===== config.mk =====
export PLATFORM = sky130hd
export DESIGN_NAME = sss_top
export DESIGN_NICKNAME = d
export VERILOG_FILES = /design/src/core/sss_cmp.v /design/src/core/sss_top.v
export VERILOG_INCLUDE_DIRS = /design/src /design/src/core
export SDC_FILE = /design/constraint.sdc
export NUM_CORES = 1
export LEC_CHECK = 0
export ABC_AREA = 1
export BUFFER_PORTS_ARGS = -buffer_cell sky130_fd_sc_hd__buf_2
export CAP_MARGIN = 0
export CORE_ASPECT_RATIO = 2
export CORE_MARGIN = 10
export CORE_UTILIZATION = 46
export DETAILED_ROUTE_END_ITERATION = 10
export PLACE_DENSITY = 0.67
export SETUP_SLACK_MARGIN = 0.4
export SYNTH_ARGS = -nofsm -noshare
export SYNTH_HDL_FRONTEND = slang
export SYNTH_SLANG_ARGS = --single-unit

===== constraint.sdc =====
create_clock -name aclk -period 9.8 [get_ports aclk]
set_input_delay 1.96 -clock aclk [delete_from_list [all_inputs] [get_ports aclk]]
set_output_delay 1.96 -clock aclk [all_outputs]
set_load 0.02 [all_outputs]

===== src/core/sss_map.vh =====
`ifndef SSS_MAP_VH
`define SSS_MAP_VH
// ****************************************************************
// register byte offsets
// ****************************************************************
`define SSS_OFF_ZERO_THR    8'h00
`define SSS_OFF_ARR_THR     8'h04
`define SSS_OFF_UV_SEL      8'h08
`define SSS_OFF_PWR_OFF_T   8'h0C
`define SSS_OFF_STATUS      8'h10
`define SSS_OFF_IRQ_STAT    8'h14
`define SSS_OFF_IRQ_MASK    8'h18
`define SSS_OFF_CTRL        8'h1C
// ****************************************************************
// reset values and limits
// ****************************************************************
`define SSS_THR_RST         15'h0032
`define SSS_THR_MIN         15'h000A
`define SSS_THR_MAX         15'h4E20
`define SSS_HYST            15'h000A
`define SSS_UV_SEL_RST      1'h1
`define SSS_PWR_OFF_RST     10'h046
`define SSS_PWR_OFF_NOTRIP  10'h3E8
`define SSS_EV_RST          5'h03
// ****************************************************************
// timing: detection time unit is 1 ms
// ****************************************************************
`define SSS_CLK_HZ          25000000
`define SSS_UNIT_US         1000
`define SSS_UNIT_CYC        ((`SSS_CLK_HZ / 1000000) * `SSS_UNIT_US)
`define SSS_UNIT_LAST       15'h61A7
// ****************************************************************
// status and interrupt bit positions
// ****************************************************************
`define SSS_B_ZERO          0
`define SSS_B_VMATCH        1
`define SSS_B_ATSPD         2
`define SSS_B_SRVON         3
`define SSS_B_UVTRIP        4
`define SSS_B_MAINOFF       5
`define SSS_IRQ_W           5
`endif


===== src/core/sss_cmp.v =====
`timescale 1ns/1ps
// ****************************************************************
// speed magnitude comparator with hysteresis
// ****************************************************************
module sss_cmp (
    input  wire        aclk,
    input  wire        aresetn,
    input  wire        sample,
    input  wire [14:0] mag,
    input  wire [14:0] thr,
    input  wire        above,
    output reg         flag_q
);
`include "sss_map.vh"
    wire [15:0] thr_hi;
    wire [15:0] thr_lo;
    assign thr_hi = {1'b0, thr} + {1'b0, `SSS_HYST};
    assign thr_lo = (thr > `SSS_HYST) ? {1'b0, thr - `SSS_HYST} : 16'h0000;
    // update once per sample; above=1 sets when magnitude exceeds thr
    always @(posedge aclk) begin
        if (!aresetn) begin
            flag_q <= ~above;
        end else if (sample) begin
            if (above) begin
                if ({1'b0, mag} > {1'b0, thr})
                    flag_q <= 1'b1;
                else if ({1'b0, mag} <= thr_lo)
                    flag_q <= 1'b0;
            end else begin
                if (mag < thr)
                    flag_q <= 1'b1;
                else if ({1'b0, mag} >= thr_hi)
                    flag_q <= 1'b0;
            end
        end
    end
endmodule // sss_cmp


===== src/core/sss_top.v =====
`timescale 1ns/1ps
// Function
// - zero-speed flag high while speed magnitude below zero-speed threshold.
// - speed-match flag high while command-speed difference below that threshold.
// - zero-speed compare uses magnitude, same for both directions.
// - zero-speed flag has 10 r/min hysteresis, clears at threshold plus 10.
// - at-speed flag high while speed exceeds arrival threshold, default 50.
// - arrival compare on magnitude with 10 r/min hysteresis.
// - trip decision only after main power off for detection time.
// - select 0: servo-off on loss, automatic servo-on on return.
// - select 1 (default): undervoltage trip on main power loss.
// - trip selection ignored when detection time equals 1000.
// - bus undervoltage trips at once regardless of selection.
module sss_top (
    input  wire        aclk,
    input  wire        aresetn,
    input  wire        speed_sample,
    input  wire [15:0] motor_speed,
    input  wire [15:0] command_speed,
    input  wire        main_power_ok,
    input  wire        bus_uv,
    input  wire        servo_on_req,
    input  wire [7:0]  s_axi_awaddr,
    input  wire        s_axi_awvalid,
    output wire        s_axi_awready,
    input  wire [31:0] s_axi_wdata,
    input  wire [3:0]  s_axi_wstrb,
    input  wire        s_axi_wvalid,
    output wire        s_axi_wready,
    output wire [1:0]  s_axi_bresp,
    output reg         s_axi_bvalid,
    input  wire        s_axi_bready,
    input  wire [7:0]  s_axi_araddr,
    input  wire        s_axi_arvalid,
    output wire        s_axi_arready,
    output reg  [31:0] s_axi_rdata,
    output reg  [1:0]  s_axi_rresp,
    output reg         s_axi_rvalid,
    input  wire        s_axi_rready,
    output wire        zero_speed_flag,
    output wire        speed_match_flag,
    output wire        at_speed_flag,
    output reg         servo_enabled_q,
    output reg         undervoltage_trip,
    output wire        irq
);
`include "sss_map.vh"
    // ****************************************************************
    // registers
    // ****************************************************************
    reg [14:0] zero_speed_threshold;
    reg [14:0] arrival_speed_threshold;
    reg        uv_trip_select;
    reg [9:0]  power_off_detect_time;
    reg [`SSS_IRQ_W-1:0] irq_stat_q;
    reg [`SSS_IRQ_W-1:0] irq_mask_q;
    reg        trip_clr_q;
    // write channel capture, address and data in either order
    reg        aw_q;
    reg        w_q;
    reg [7:0]  awaddr_q;
    reg [31:0] wdata_q;
    reg [3:0]  wstrb_q;
    // ****************************************************************
    // speed magnitudes
    // ****************************************************************
    wire [15:0] spd_abs;
    wire [16:0] diff;
    wire [16:0] diff_abs;
    wire [14:0] spd_mag;
    wire [14:0] diff_mag;
    // two's complement speeds; magnitude makes both directions alike
    assign spd_abs  = motor_speed[15] ? (~motor_speed + 16'h0001) : motor_speed;
    assign diff     = {command_speed[15], command_speed}
                    - {motor_speed[15], motor_speed};
    assign diff_abs = diff[16] ? (~diff + 17'h00001) : diff;
    // saturate to the 15-bit compare range
    assign spd_mag  = spd_abs[15] ? 15'h7FFF : spd_abs[14:0];
    assign diff_mag = (|diff_abs[16:15]) ? 15'h7FFF : diff_abs[14:0];
    // ****************************************************************
    // speed status comparators, one shared sample strobe
    // ****************************************************************
    sss_cmp u_zero (
        .aclk    (aclk),
        .aresetn (aresetn),
        .sample  (speed_sample),
        .mag     (spd_mag),
        .thr     (zero_speed_threshold),
        .above   (1'b0),
        .flag_q  (zero_speed_flag)
    );
    sss_cmp u_vmatch (
        .aclk    (aclk),
        .aresetn (aresetn),
        .sample  (speed_sample),
        .mag     (diff_mag),
        .thr     (zero_speed_threshold),
        .above   (1'b0),
        .flag_q  (speed_match_flag)
    );
    sss_cmp u_atspd (
        .aclk    (aclk),
        .aresetn (aresetn),
        .sample  (speed_sample),
        .mag     (spd_mag),
        .thr     (arrival_speed_threshold),
        .above   (1'b1),
        .flag_q  (at_speed_flag)
    );
    // ****************************************************************
    // main power loss timing
    // ****************************************************************
    reg [14:0] unit_cnt_q;
    reg [9:0]  off_ms_q;
    reg        off_det_q;
    wire       trip_sel_eff;
    wire       uv_event;
    wire       off_event;
    // detection time of 1000 leaves only the servo-off action
    assign trip_sel_eff = (power_off_detect_time == `SSS_PWR_OFF_NOTRIP)
                        ? 1'b0 : uv_trip_select;
    // loss is acted on once, when the ms count reaches the set time
    assign off_event = ~main_power_ok & ~off_det_q
                     & (off_ms_q >= power_off_detect_time);
    // faults count only while servo is on; bus sag skips the wait
    assign uv_event  = servo_enabled_q & ~undervoltage_trip
                     & (bus_uv | (off_event & trip_sel_eff));
    // count loss time in 1 ms units while power is off
    always @(posedge aclk) begin
        if (!aresetn || main_power_ok) begin
            unit_cnt_q <= 15'h0000;
            off_ms_q   <= 10'h000;
            off_det_q  <= 1'b0;
        end else begin
            // remember the detection until main power returns
            if (off_event)
                off_det_q <= 1'b1;
            // 1 ms prescaler; the ms count saturates instead of wrapping
            if (unit_cnt_q == `SSS_UNIT_LAST) begin
                unit_cnt_q <= 15'h0000;
                if (off_ms_q != 10'h3FF)
                    off_ms_q <= off_ms_q + 10'h001;
            end else begin
                unit_cnt_q <= unit_cnt_q + 15'h0001;
            end
        end
    end
    // servo enable and trip latch
    always @(posedge aclk) begin
        if (!aresetn) begin
            servo_enabled_q   <= 1'b0;
            undervoltage_trip <= 1'b0;
        end else begin
            // a new fault wins over a clear in the same cycle
            if (uv_event)
                undervoltage_trip <= 1'b1;
            else if (trip_clr_q)
                undervoltage_trip <= 1'b0;
            // servo drops on fault, dropped request or detected loss
            if (undervoltage_trip || uv_event || !servo_on_req)
                servo_enabled_q <= 1'b0;
            else if (off_det_q || off_event)
                servo_enabled_q <= 1'b0;
            else if (main_power_ok)
                servo_enabled_q <= 1'b1;
        end
    end
    // ****************************************************************
    // interrupt status: edges of flags, servo state, trip
    // ****************************************************************
    reg  [`SSS_IRQ_W-1:0] ev_prev_q;
    wire [`SSS_IRQ_W-1:0] ev_now;
    wire [`SSS_IRQ_W-1:0] ev_rise;
    wire                  wr_go;
    assign ev_now  = {undervoltage_trip, servo_enabled_q, at_speed_flag,
                      speed_match_flag, zero_speed_flag};
    // any change of a flag, servo state or trip is an event
    assign ev_rise = ev_now ^ ev_prev_q;
    // level interrupt while an unmasked sticky bit is set
    assign irq     = |(irq_stat_q & irq_mask_q);
    // ****************************************************************
    // axi4-lite write path
    // ****************************************************************
    // no new beat is taken while a response waits
    assign s_axi_awready = ~aw_q & ~s_axi_bvalid;
    assign s_axi_wready  = ~w_q & ~s_axi_bvalid;
    assign s_axi_bresp   = 2'b00;
    assign wr_go         = aw_q & w_q & ~s_axi_bvalid;
    // capture address and data in either order, then commit
    always @(posedge aclk) begin
        if (!aresetn) begin
            aw_q <= 1'b0;
            w_q  <= 1'b0;
            awaddr_q <= 8'h00;
            wdata_q  <= 32'h00000000;
            wstrb_q  <= 4'h0;
            s_axi_bvalid <= 1'b0;
            zero_speed_threshold    <= `SSS_THR_RST;
            arrival_speed_threshold <= `SSS_THR_RST;
            uv_trip_select          <= `SSS_UV_SEL_RST;
            power_off_detect_time   <= `SSS_PWR_OFF_RST;
            irq_mask_q <= {`SSS_IRQ_W{1'b0}};
            irq_stat_q <= {`SSS_IRQ_W{1'b0}};
            // matches the flag reset values, so no false event after reset
            ev_prev_q  <= `SSS_EV_RST;
            trip_clr_q <= 1'b0;
        end else begin
            ev_prev_q  <= ev_now;
            trip_clr_q <= 1'b0;
            if (s_axi_awvalid && s_axi_awready) begin
                aw_q <= 1'b1;
                awaddr_q <= s_axi_awaddr;
            end
            if (s_axi_wvalid && s_axi_wready) begin
                w_q <= 1'b1;
                wdata_q <= s_axi_wdata;
                wstrb_q <= s_axi_wstrb;
            end
            if (s_axi_bvalid && s_axi_bready)
                s_axi_bvalid <= 1'b0;
            // set wins over write-one-to-clear
            irq_stat_q <= irq_stat_q | ev_rise;
            if (wr_go) begin
                aw_q <= 1'b0;
                w_q  <= 1'b0;
                s_axi_bvalid <= 1'b1;
                // out-of-range values are dropped, the response stays okay
                case (awaddr_q)
                    `SSS_OFF_ZERO_THR: begin
                        if (wstrb_q[0] && wstrb_q[1] &&
                            wdata_q[14:0] >= `SSS_THR_MIN &&
                            wdata_q[14:0] <= `SSS_THR_MAX)
                            zero_speed_threshold <= wdata_q[14:0];
                    end
                    `SSS_OFF_ARR_THR: begin
                        if (wstrb_q[0] && wstrb_q[1] &&
                            wdata_q[14:0] >= `SSS_THR_MIN &&
                            wdata_q[14:0] <= `SSS_THR_MAX)
                            arrival_speed_threshold <= wdata_q[14:0];
                    end
                    `SSS_OFF_UV_SEL: begin
                        if (wstrb_q[0])
                            uv_trip_select <= wdata_q[0];
                    end
                    `SSS_OFF_PWR_OFF_T: begin
                        if (wstrb_q[0] && wstrb_q[1] &&
                            wdata_q[9:0] <= `SSS_PWR_OFF_NOTRIP)
                            power_off_detect_time <= wdata_q[9:0];
                    end
                    `SSS_OFF_IRQ_STAT: begin
                        if (wstrb_q[0])
                            irq_stat_q <= (irq_stat_q
                                & ~wdata_q[`SSS_IRQ_W-1:0]) | ev_rise;
                    end
                    `SSS_OFF_IRQ_MASK: begin
                        if (wstrb_q[0])
                            irq_mask_q <= wdata_q[`SSS_IRQ_W-1:0];
                    end
                    `SSS_OFF_CTRL: begin
                        if (wstrb_q[0])
                            trip_clr_q <= wdata_q[0];
                    end
                    default: begin
                    end
                endcase
            end
        end
    end
    // ****************************************************************
    // axi4-lite read path
    // ****************************************************************
    reg [31:0] rd_d;
    // one read at a time, next address taken after rready
    assign s_axi_arready = ~s_axi_rvalid;
    // read mux
    always @* begin
        rd_d = 32'h00000000;
        case (s_axi_araddr)
            `SSS_OFF_ZERO_THR:  rd_d[14:0] = zero_speed_threshold;
            `SSS_OFF_ARR_THR:   rd_d[14:0] = arrival_speed_threshold;
            `SSS_OFF_UV_SEL:    rd_d[0]    = uv_trip_select;
            `SSS_OFF_PWR_OFF_T: rd_d[9:0]  = power_off_detect_time;
            `SSS_OFF_STATUS:    rd_d[5:0]  = {~main_power_ok, ev_now};
            `SSS_OFF_IRQ_STAT:  rd_d[`SSS_IRQ_W-1:0] = irq_stat_q;
            `SSS_OFF_IRQ_MASK:  rd_d[`SSS_IRQ_W-1:0] = irq_mask_q;
            default:            rd_d = 32'h00000000;
        endcase
    end
    // one-cycle read answer, slverr on unmapped address
    always @(posedge aclk) begin
        if (!aresetn) begin
            s_axi_rvalid <= 1'b0;
            s_axi_rdata  <= 32'h00000000;
            s_axi_rresp  <= 2'b00;
        end else if (s_axi_arvalid && s_axi_arready) begin
            s_axi_rvalid <= 1'b1;
            s_axi_rdata  <= rd_d;
            s_axi_rresp  <= (s_axi_araddr > `SSS_OFF_CTRL ||
                             s_axi_araddr[1:0] != 2'b00) ? 2'b10 : 2'b00;
        end else if (s_axi_rready) begin
            s_axi_rvalid <= 1'b0;
        end
    end
endmodule // sss_top


# Word-level counts from Yosys, hierarchy flattened
# Index checks and enable logic that the tools add are counted.
# word_totals
register_bits	134
in_bits	95
out_inout_bits	47
elab_cells	151
# classes
add_sub_neg	7
order_cmp	12
eq_ne	15
mux	27
bitwise	26
reduce_logical	39
# ops
cell	n
$eq A8 B5 Y1 const B	6
$mux W15	3
$eq A8 B4 Y1 const B	4
$ge A15 B16 Y1	2
$lt A15 B15 Y1	2
$pmux W4 S6	1
$add A17 B1 Y17 const B	1
$mux W17	1
$not A17 Y17	1
$sub A16 B16 Y17	1
$add A15 B4 Y16 const B	1
$add A16 B1 Y16 const B	1
$eq A8 B3 Y1 const B	2
$le A15 B16 Y1	1
$logic_not A8 Y1	2
$mux W16	1
$not A16 Y16	1
$add A15 B1 Y15 const B	1
$eq A15 B15 Y1 const B	1
$ge A15 B4 Y1 const B	1
$gt A15 B15 Y1	1
$gt A15 B4 Y1 const B	1
$le A15 B15 Y1 const B	1
$mux W5	3
other kinds (30)	86

# Longest topological paths before layout
# depth
word_depth	9
depth_mapped	31

# By module
# A second synthesis with hierarchy kept.
# unflattened
hier_cells	2186
area_unflattened_um2	13751.9
# by_module_without_submodules
mod	n_inst	cells_per_inst	area_each_um2
sss_top	1	1251	8116.5
sss_cmp at u_atspd ...	2	313	1866.8
sss_cmp at u_zero	1	309	1901.8

# Least setup slack after synthesis
# Ideal clock, no wire load.
# synth_path
path_kind	input -> register
startpoint	input command_speed[0]
endpoint	register u_vmatch.flag_q
setup_time_ns	0.133
arrival_time_ns	4.878
slack_ns	4.789
stages	26
n_path_buf	1
path_cell_list	inv_1 > ha_1 > fa_1 > inv_2 > nand3_1 > nand2_2 > nand2_1 > nand2_1 > nand2_1 > nand2_1 > nand2_2 > nor2_4 > nand2_2 > nor2_2 > nand2_2 > nand2_4 > buf_12 > nand3b_2 > ha_1 > nand4_1 > nor4b_1 > nand3_1 > nand4_1 > nand2_1 > nand2_1 > nand3_1
# synth_between
elab_chain_cells	9
word_cells_on_any_way	11
# synth_lines
item	line_no	rtl
from (decl)	sss_top.v:19	input wire [15:0] command_speed,
$sub A16 B16 Y17 *	sss_top.v:75	- {motor_speed[15], motor_speed};
$not A17 Y17	sss_top.v:76	assign diff_abs = diff[16] ? (~diff + 17'h00001) : diff;
$add A17 B1 Y17	sss_top.v:76	
$mux W17 *	sss_top.v:76	
$reduce_or A2 Y1	sss_top.v:79	assign diff_mag = (|diff_abs[16:15]) ? 15'h7FFF : diff_abs[14:0];
$mux W15 *	sss_top.v:79	
$ge A15 B16 Y1 or $lt A15 B15 Y1 (tied branches)	sss_cmp.v:32, sss_cmp.v:30	
$reduce_bool A2 Y1 (no source line)	--	
$reduce_and A2 Y1 (no source line)	--	
to (signal assigned)	sss_cmp.v:22	flag_q <= ~above;
to (decl)	sss_cmp.v:12	output reg flag_q
# Every way passes the cells marked *; elsewhere a longest branch is shown, timed or not.
# A chain may end at the register's enable or synchronous reset.

# Final worst setup path
# layout_path
startpoint	input motor_speed[15]
endpoint	register u_vmatch.flag_q
# layout_between
elab_chain_cells	9
word_cells_on_any_way	11
# layout_lines
item	line_no	rtl
from (decl)	sss_top.v:18	input wire [15:0] motor_speed,
$sub A16 B16 Y17 *	sss_top.v:75	
$not A17 Y17	sss_top.v:76	
$add A17 B1 Y17	sss_top.v:76	
$mux W17 *	sss_top.v:76	
$reduce_or A2 Y1	sss_top.v:79	
$mux W15 *	sss_top.v:79	
$ge A15 B16 Y1 or $lt A15 B15 Y1 (tied branches)	sss_cmp.v:32, sss_cmp.v:30	
$reduce_bool A2 Y1 (no source line)	--	
$reduce_and A2 Y1 (no source line)	--	
# Marked as above.

==> impl_results.md <==
* Status: finished clean
* Largest net degree at the start of global routing at 67
* Simple-gate share of the synthesized area at 30.1%
* Max Cap Violations at 0
* Critical Path Sink Type: flop
* Synthesis Warnings at 0
* Synthesized area at 10700 um^2
* Clock Skew at around 0.011 ns
* First-pass GRT wire length at roughly 54 mm
* Clock Pin Slew Worst Setup and Hold Paths at roughly 0.06 ns
* Average size of a mapped cell at 6.69 um^2
* Fillers at ~2300
* #FFs+latches synth at 133
* Total core area at 22700 um^2
* Path type of the worst min-delay path: reg2reg
* N_diodes at 0
* Primary FF master, synth: dfxtp_1
* WP data arrival at roughly 6.4 ns
* WS Path Type: in2reg
* Initial Utilization at between 40% and 50%
* Mux share of post-synthesis cell area at 0%
* Max incr delay on CP at 0.59 ns
* Port bufs at slightly above 100
* Slew Viols, Final at 0
* Antenna Nets Post-Route at 0
* Die Footprint at 30100 um^2
* Multi-input gate area at ~6900 um^2
* Compound-Gate Fraction of Synth Area at between 15 and 20%
* Register area at roughly 2700 um^2
* Fraction of the yosys area taken by sequential cells at between 20% and 30%
* Tcrit/Tclk final at between 60% and 70%
* WP data required at roughly 10 ns
* Final HPWL DP at roughly 29 mm
* Synth top area share at around 25%
* Adder-cell share of the synthesized area at 14.3%
* RSZ-0062 raised after global routing: no
* Row count at between 70 and 80
* Hold Fails Final Rpt at 0
* Drc violations at 0
* CTS root buf: clkbuf_16
* Io pins at about 140
* GP Congestion at between 0.9 and 1
* Crit-path slowest cell: nor4b_1
* Vias in the first global route at around 11000
* Startpoint types: input port
* Most used cell, CP: nand2_1
* Fin crit period at around 6 ns
* Post-route setup TNS at 0 ns
* Synth top area cells: dfxtp_1, ha_1, nand2_1, inv_1, a21oi_1
* Fmax at 164 MHz
* Post-CTS setup buffer count at 0
* Clock insertion delay at the later pin of the skew report at about 0.44 ns
* # hold bufs at CTS at 0
* CTS sink cnt at 133
* Drt pass-1 iters at 6
* Initial antenna violation count at 0
* Final WL at around 35 mm
* CP cell instances: buf_2 -> clkinv_1 -> ha_1 -> inv_1 -> nor3_1 -> nand2_1 -> nand3_1 -> nand2_1 -> inv_1 -> nor2_1 -> nand2_4 -> nand3_2 -> ha_1 -> nand4_1 -> nor4b_1 -> nand3_1 -> nand4_1 -> nand2_1 -> nand2_1 -> nand3_1
* TritonCTS clock tree: built
* Setup-failing EPs final at 0
* Worst setup margin at between 3 and 4 ns
* Leak pwr at between 0.005 and 0.006 uW
* Synth area leader: dfxtp_1
* Xor and xnor area share after synthesis at under 10%
* 1st-iter DRT viols at 614
* Via count at about 11000
* Die height at 235 um
* Synth unique cells at 54
* Die width at roughly 130 um
* Worst slew margin at around 25%
* Largest family of logic cells by synthesized area: simple AND/OR/NAND/NOR gates
* Post-cts sizing count at 0
* Nets at 1900
* Pre-CTS WS at approximately 3.3 ns
* All-Layer GR Usage at ~22%
* Ys async rst share at 0%
* H-tree depth at 4
* CTS buffer count at 17
* Cells after Synth at about 1600
* Pwr Total at 1710 uW
* Worst-Margin Slew at between 1 and 1.5 ns
* Largest fanout on the critical path at 20
* Worst vdd rail ir drop at between 0.15 and 0.2 mV
* DR WL/cell at 17.6 um
* Total global routing overflow at 0
* Layout cells sized above 1 at 11.3%
* Cell Pwr Density at ~140 nW/um^2
* Area growth, synth to finish at 12.0%
* Vias per cell at approximately 5.5
* Clk buf depth at 2
* Post-synth EDFFs at 0
[layer usage]
layer  up-vias  share of wire (%)  GRT usage (%)
met5         -                  0              0
met4         0                6.6           15.1
met3       111                3.7           3.70
met2       318                 56           44.0
met1      4996                 34           19.6
li1       5495                  -              -
[worst max-delay path, delay by kind of cell]
family | cells | cell delay, ns
adder cells (fa/ha/maj) | 2 | 0.82
AND/OR/NAND/NOR | 14 | 2.43
buffers and inverters | 4 | 1.17
[report_power, final]
| group | switching (uW) | internal, uW | total, uW |
|---|---|---|---|
| Sequential | 26.1 | 563 | 589 |
| Combinational | 284 | 161 | 445 |
| Clock | 243 | 434 | 678 |
[flip-flops by register name (all words and copies together), names as in the netlist, 2 cells and up]
register,cells
ev_prev_q,5
irq_mask_q,5
awaddr_q,8
arrival_speed_threshold,15
irq_stat_q,5
wdata_q,15
s_axi_rdata,15
unit_cnt_q,15
wstrb_q,2
off_ms_q,10
zero_speed_threshold,15
power_off_detect_time,10
[path summary, 6_finish.rpt]
path	end	slack (ns)	from	depth (start not counted)
min reg2reg	unit_cnt_q[0]$_SDFF_PP0_	0.44	unit_cnt_q[0]$_SDFF_PP0_	1
max	u_vmatch.flag_q$_SDFFE_PN1P_	3.69	motor_speed[15]	20
max reg2reg	u_vmatch.flag_q$_SDFFE_PN1P_	6.07	zero_speed_threshold[1]$_SDFFE_PN1P_	17
min	unit_cnt_q[0]$_SDFF_PP0_	0.44	unit_cnt_q[0]$_SDFF_PP0_	1
[synthesized netlist by cell type (2+ instances only)]
cell / number
inv_2: 5
nor2_4: 3
o31ai_1: 8
nand4_1: 33
nor2_2: 5
o221ai_1: 7
or2_2: 5
nand3b_2: 3
nand2_1: 314
o21bai_1: 2
clkinv_1: 3
dfxtp_1: 133
nand3b_1: 4
nand3_1: 102
xor2_1: 33
buf_2: 3
nand3_2: 11
o2111ai_1: 3
buf_4: 22
and3_1: 2
xnor2_1: 8
nor4_1: 19
a221oi_1: 2
o22ai_1: 11
o211ai_1: 11
nor3b_1: 3
a41oi_1: 2
o211a_1: 2
and2_1: 3
o21ai_0: 96
o21a_1: 5
nor3_1: 31
inv_1: 226
nor2_1: 149
a31oi_1: 2
nand2_2: 17
a21o_1: 2
buf_6: 2
clkbuf_1: 26
nor4b_1: 2
a21oi_1: 128
ha_1: 120
a211oi_1: 16
[final cells by class]
cell class / count / area share, %
clock buffers: 22 / 4.14
clock inverters: 10 / 1.20
inverters: 234 / 7.35
multi-input cells: 1192 / 57.6
flip-flops and latches: 133 / 22.3
well taps: 280 / 2.93
repair buffers: 106 / 4.52
[stage by stage]
step	cells	hold WS, ns	instance area (um^2)	utilization (%)
floorplan	1614	0.418	10700	-
global placement	1945	0.427	11300	49.7
detailed placement	1945	0.439	11300	49.7
CTS	1977	0.450	11900	52.5
global route	1977	0.470	11900	52.5
finish	1977	0.442	11900	52.5
[cell usage in the layout (no fill, tap or decap), drive strengths merged, types with 2 or more instances in the layout]
cell / instances
nand2: 332
inv: 232
nor2: 157
dfxtp: 133
a21oi: 128
ha: 120
nand3: 114
buf: 106
o21ai: 97
nand4: 33
xor2: 33
nor3: 32
clkbuf: 22
conb: 20
nor4: 19
a211oi: 16
o211ai: 11
o22ai: 11
xnor2: 8
o31ai: 8
o221ai: 7
nand3b: 7
clkinv: 6
o21a: 5
or2: 5
and2: 3
nor3b: 3
o2111ai: 3
clkinvlp: 3
bufinv: 3
and3: 2
a41oi: 2
a31oi: 2
o21bai: 2
nor4b: 2
o211a: 2
a21o: 2
a221oi: 2
[kinds of logic after synthesis]
group / Yosys count
simple gates: 709
compound gates: 301
buf+inv: 289
flops: 133
fa+ha+maj: 121
xor+xnor: 41
other cells: 1
(Power assumes the default switching activity.)
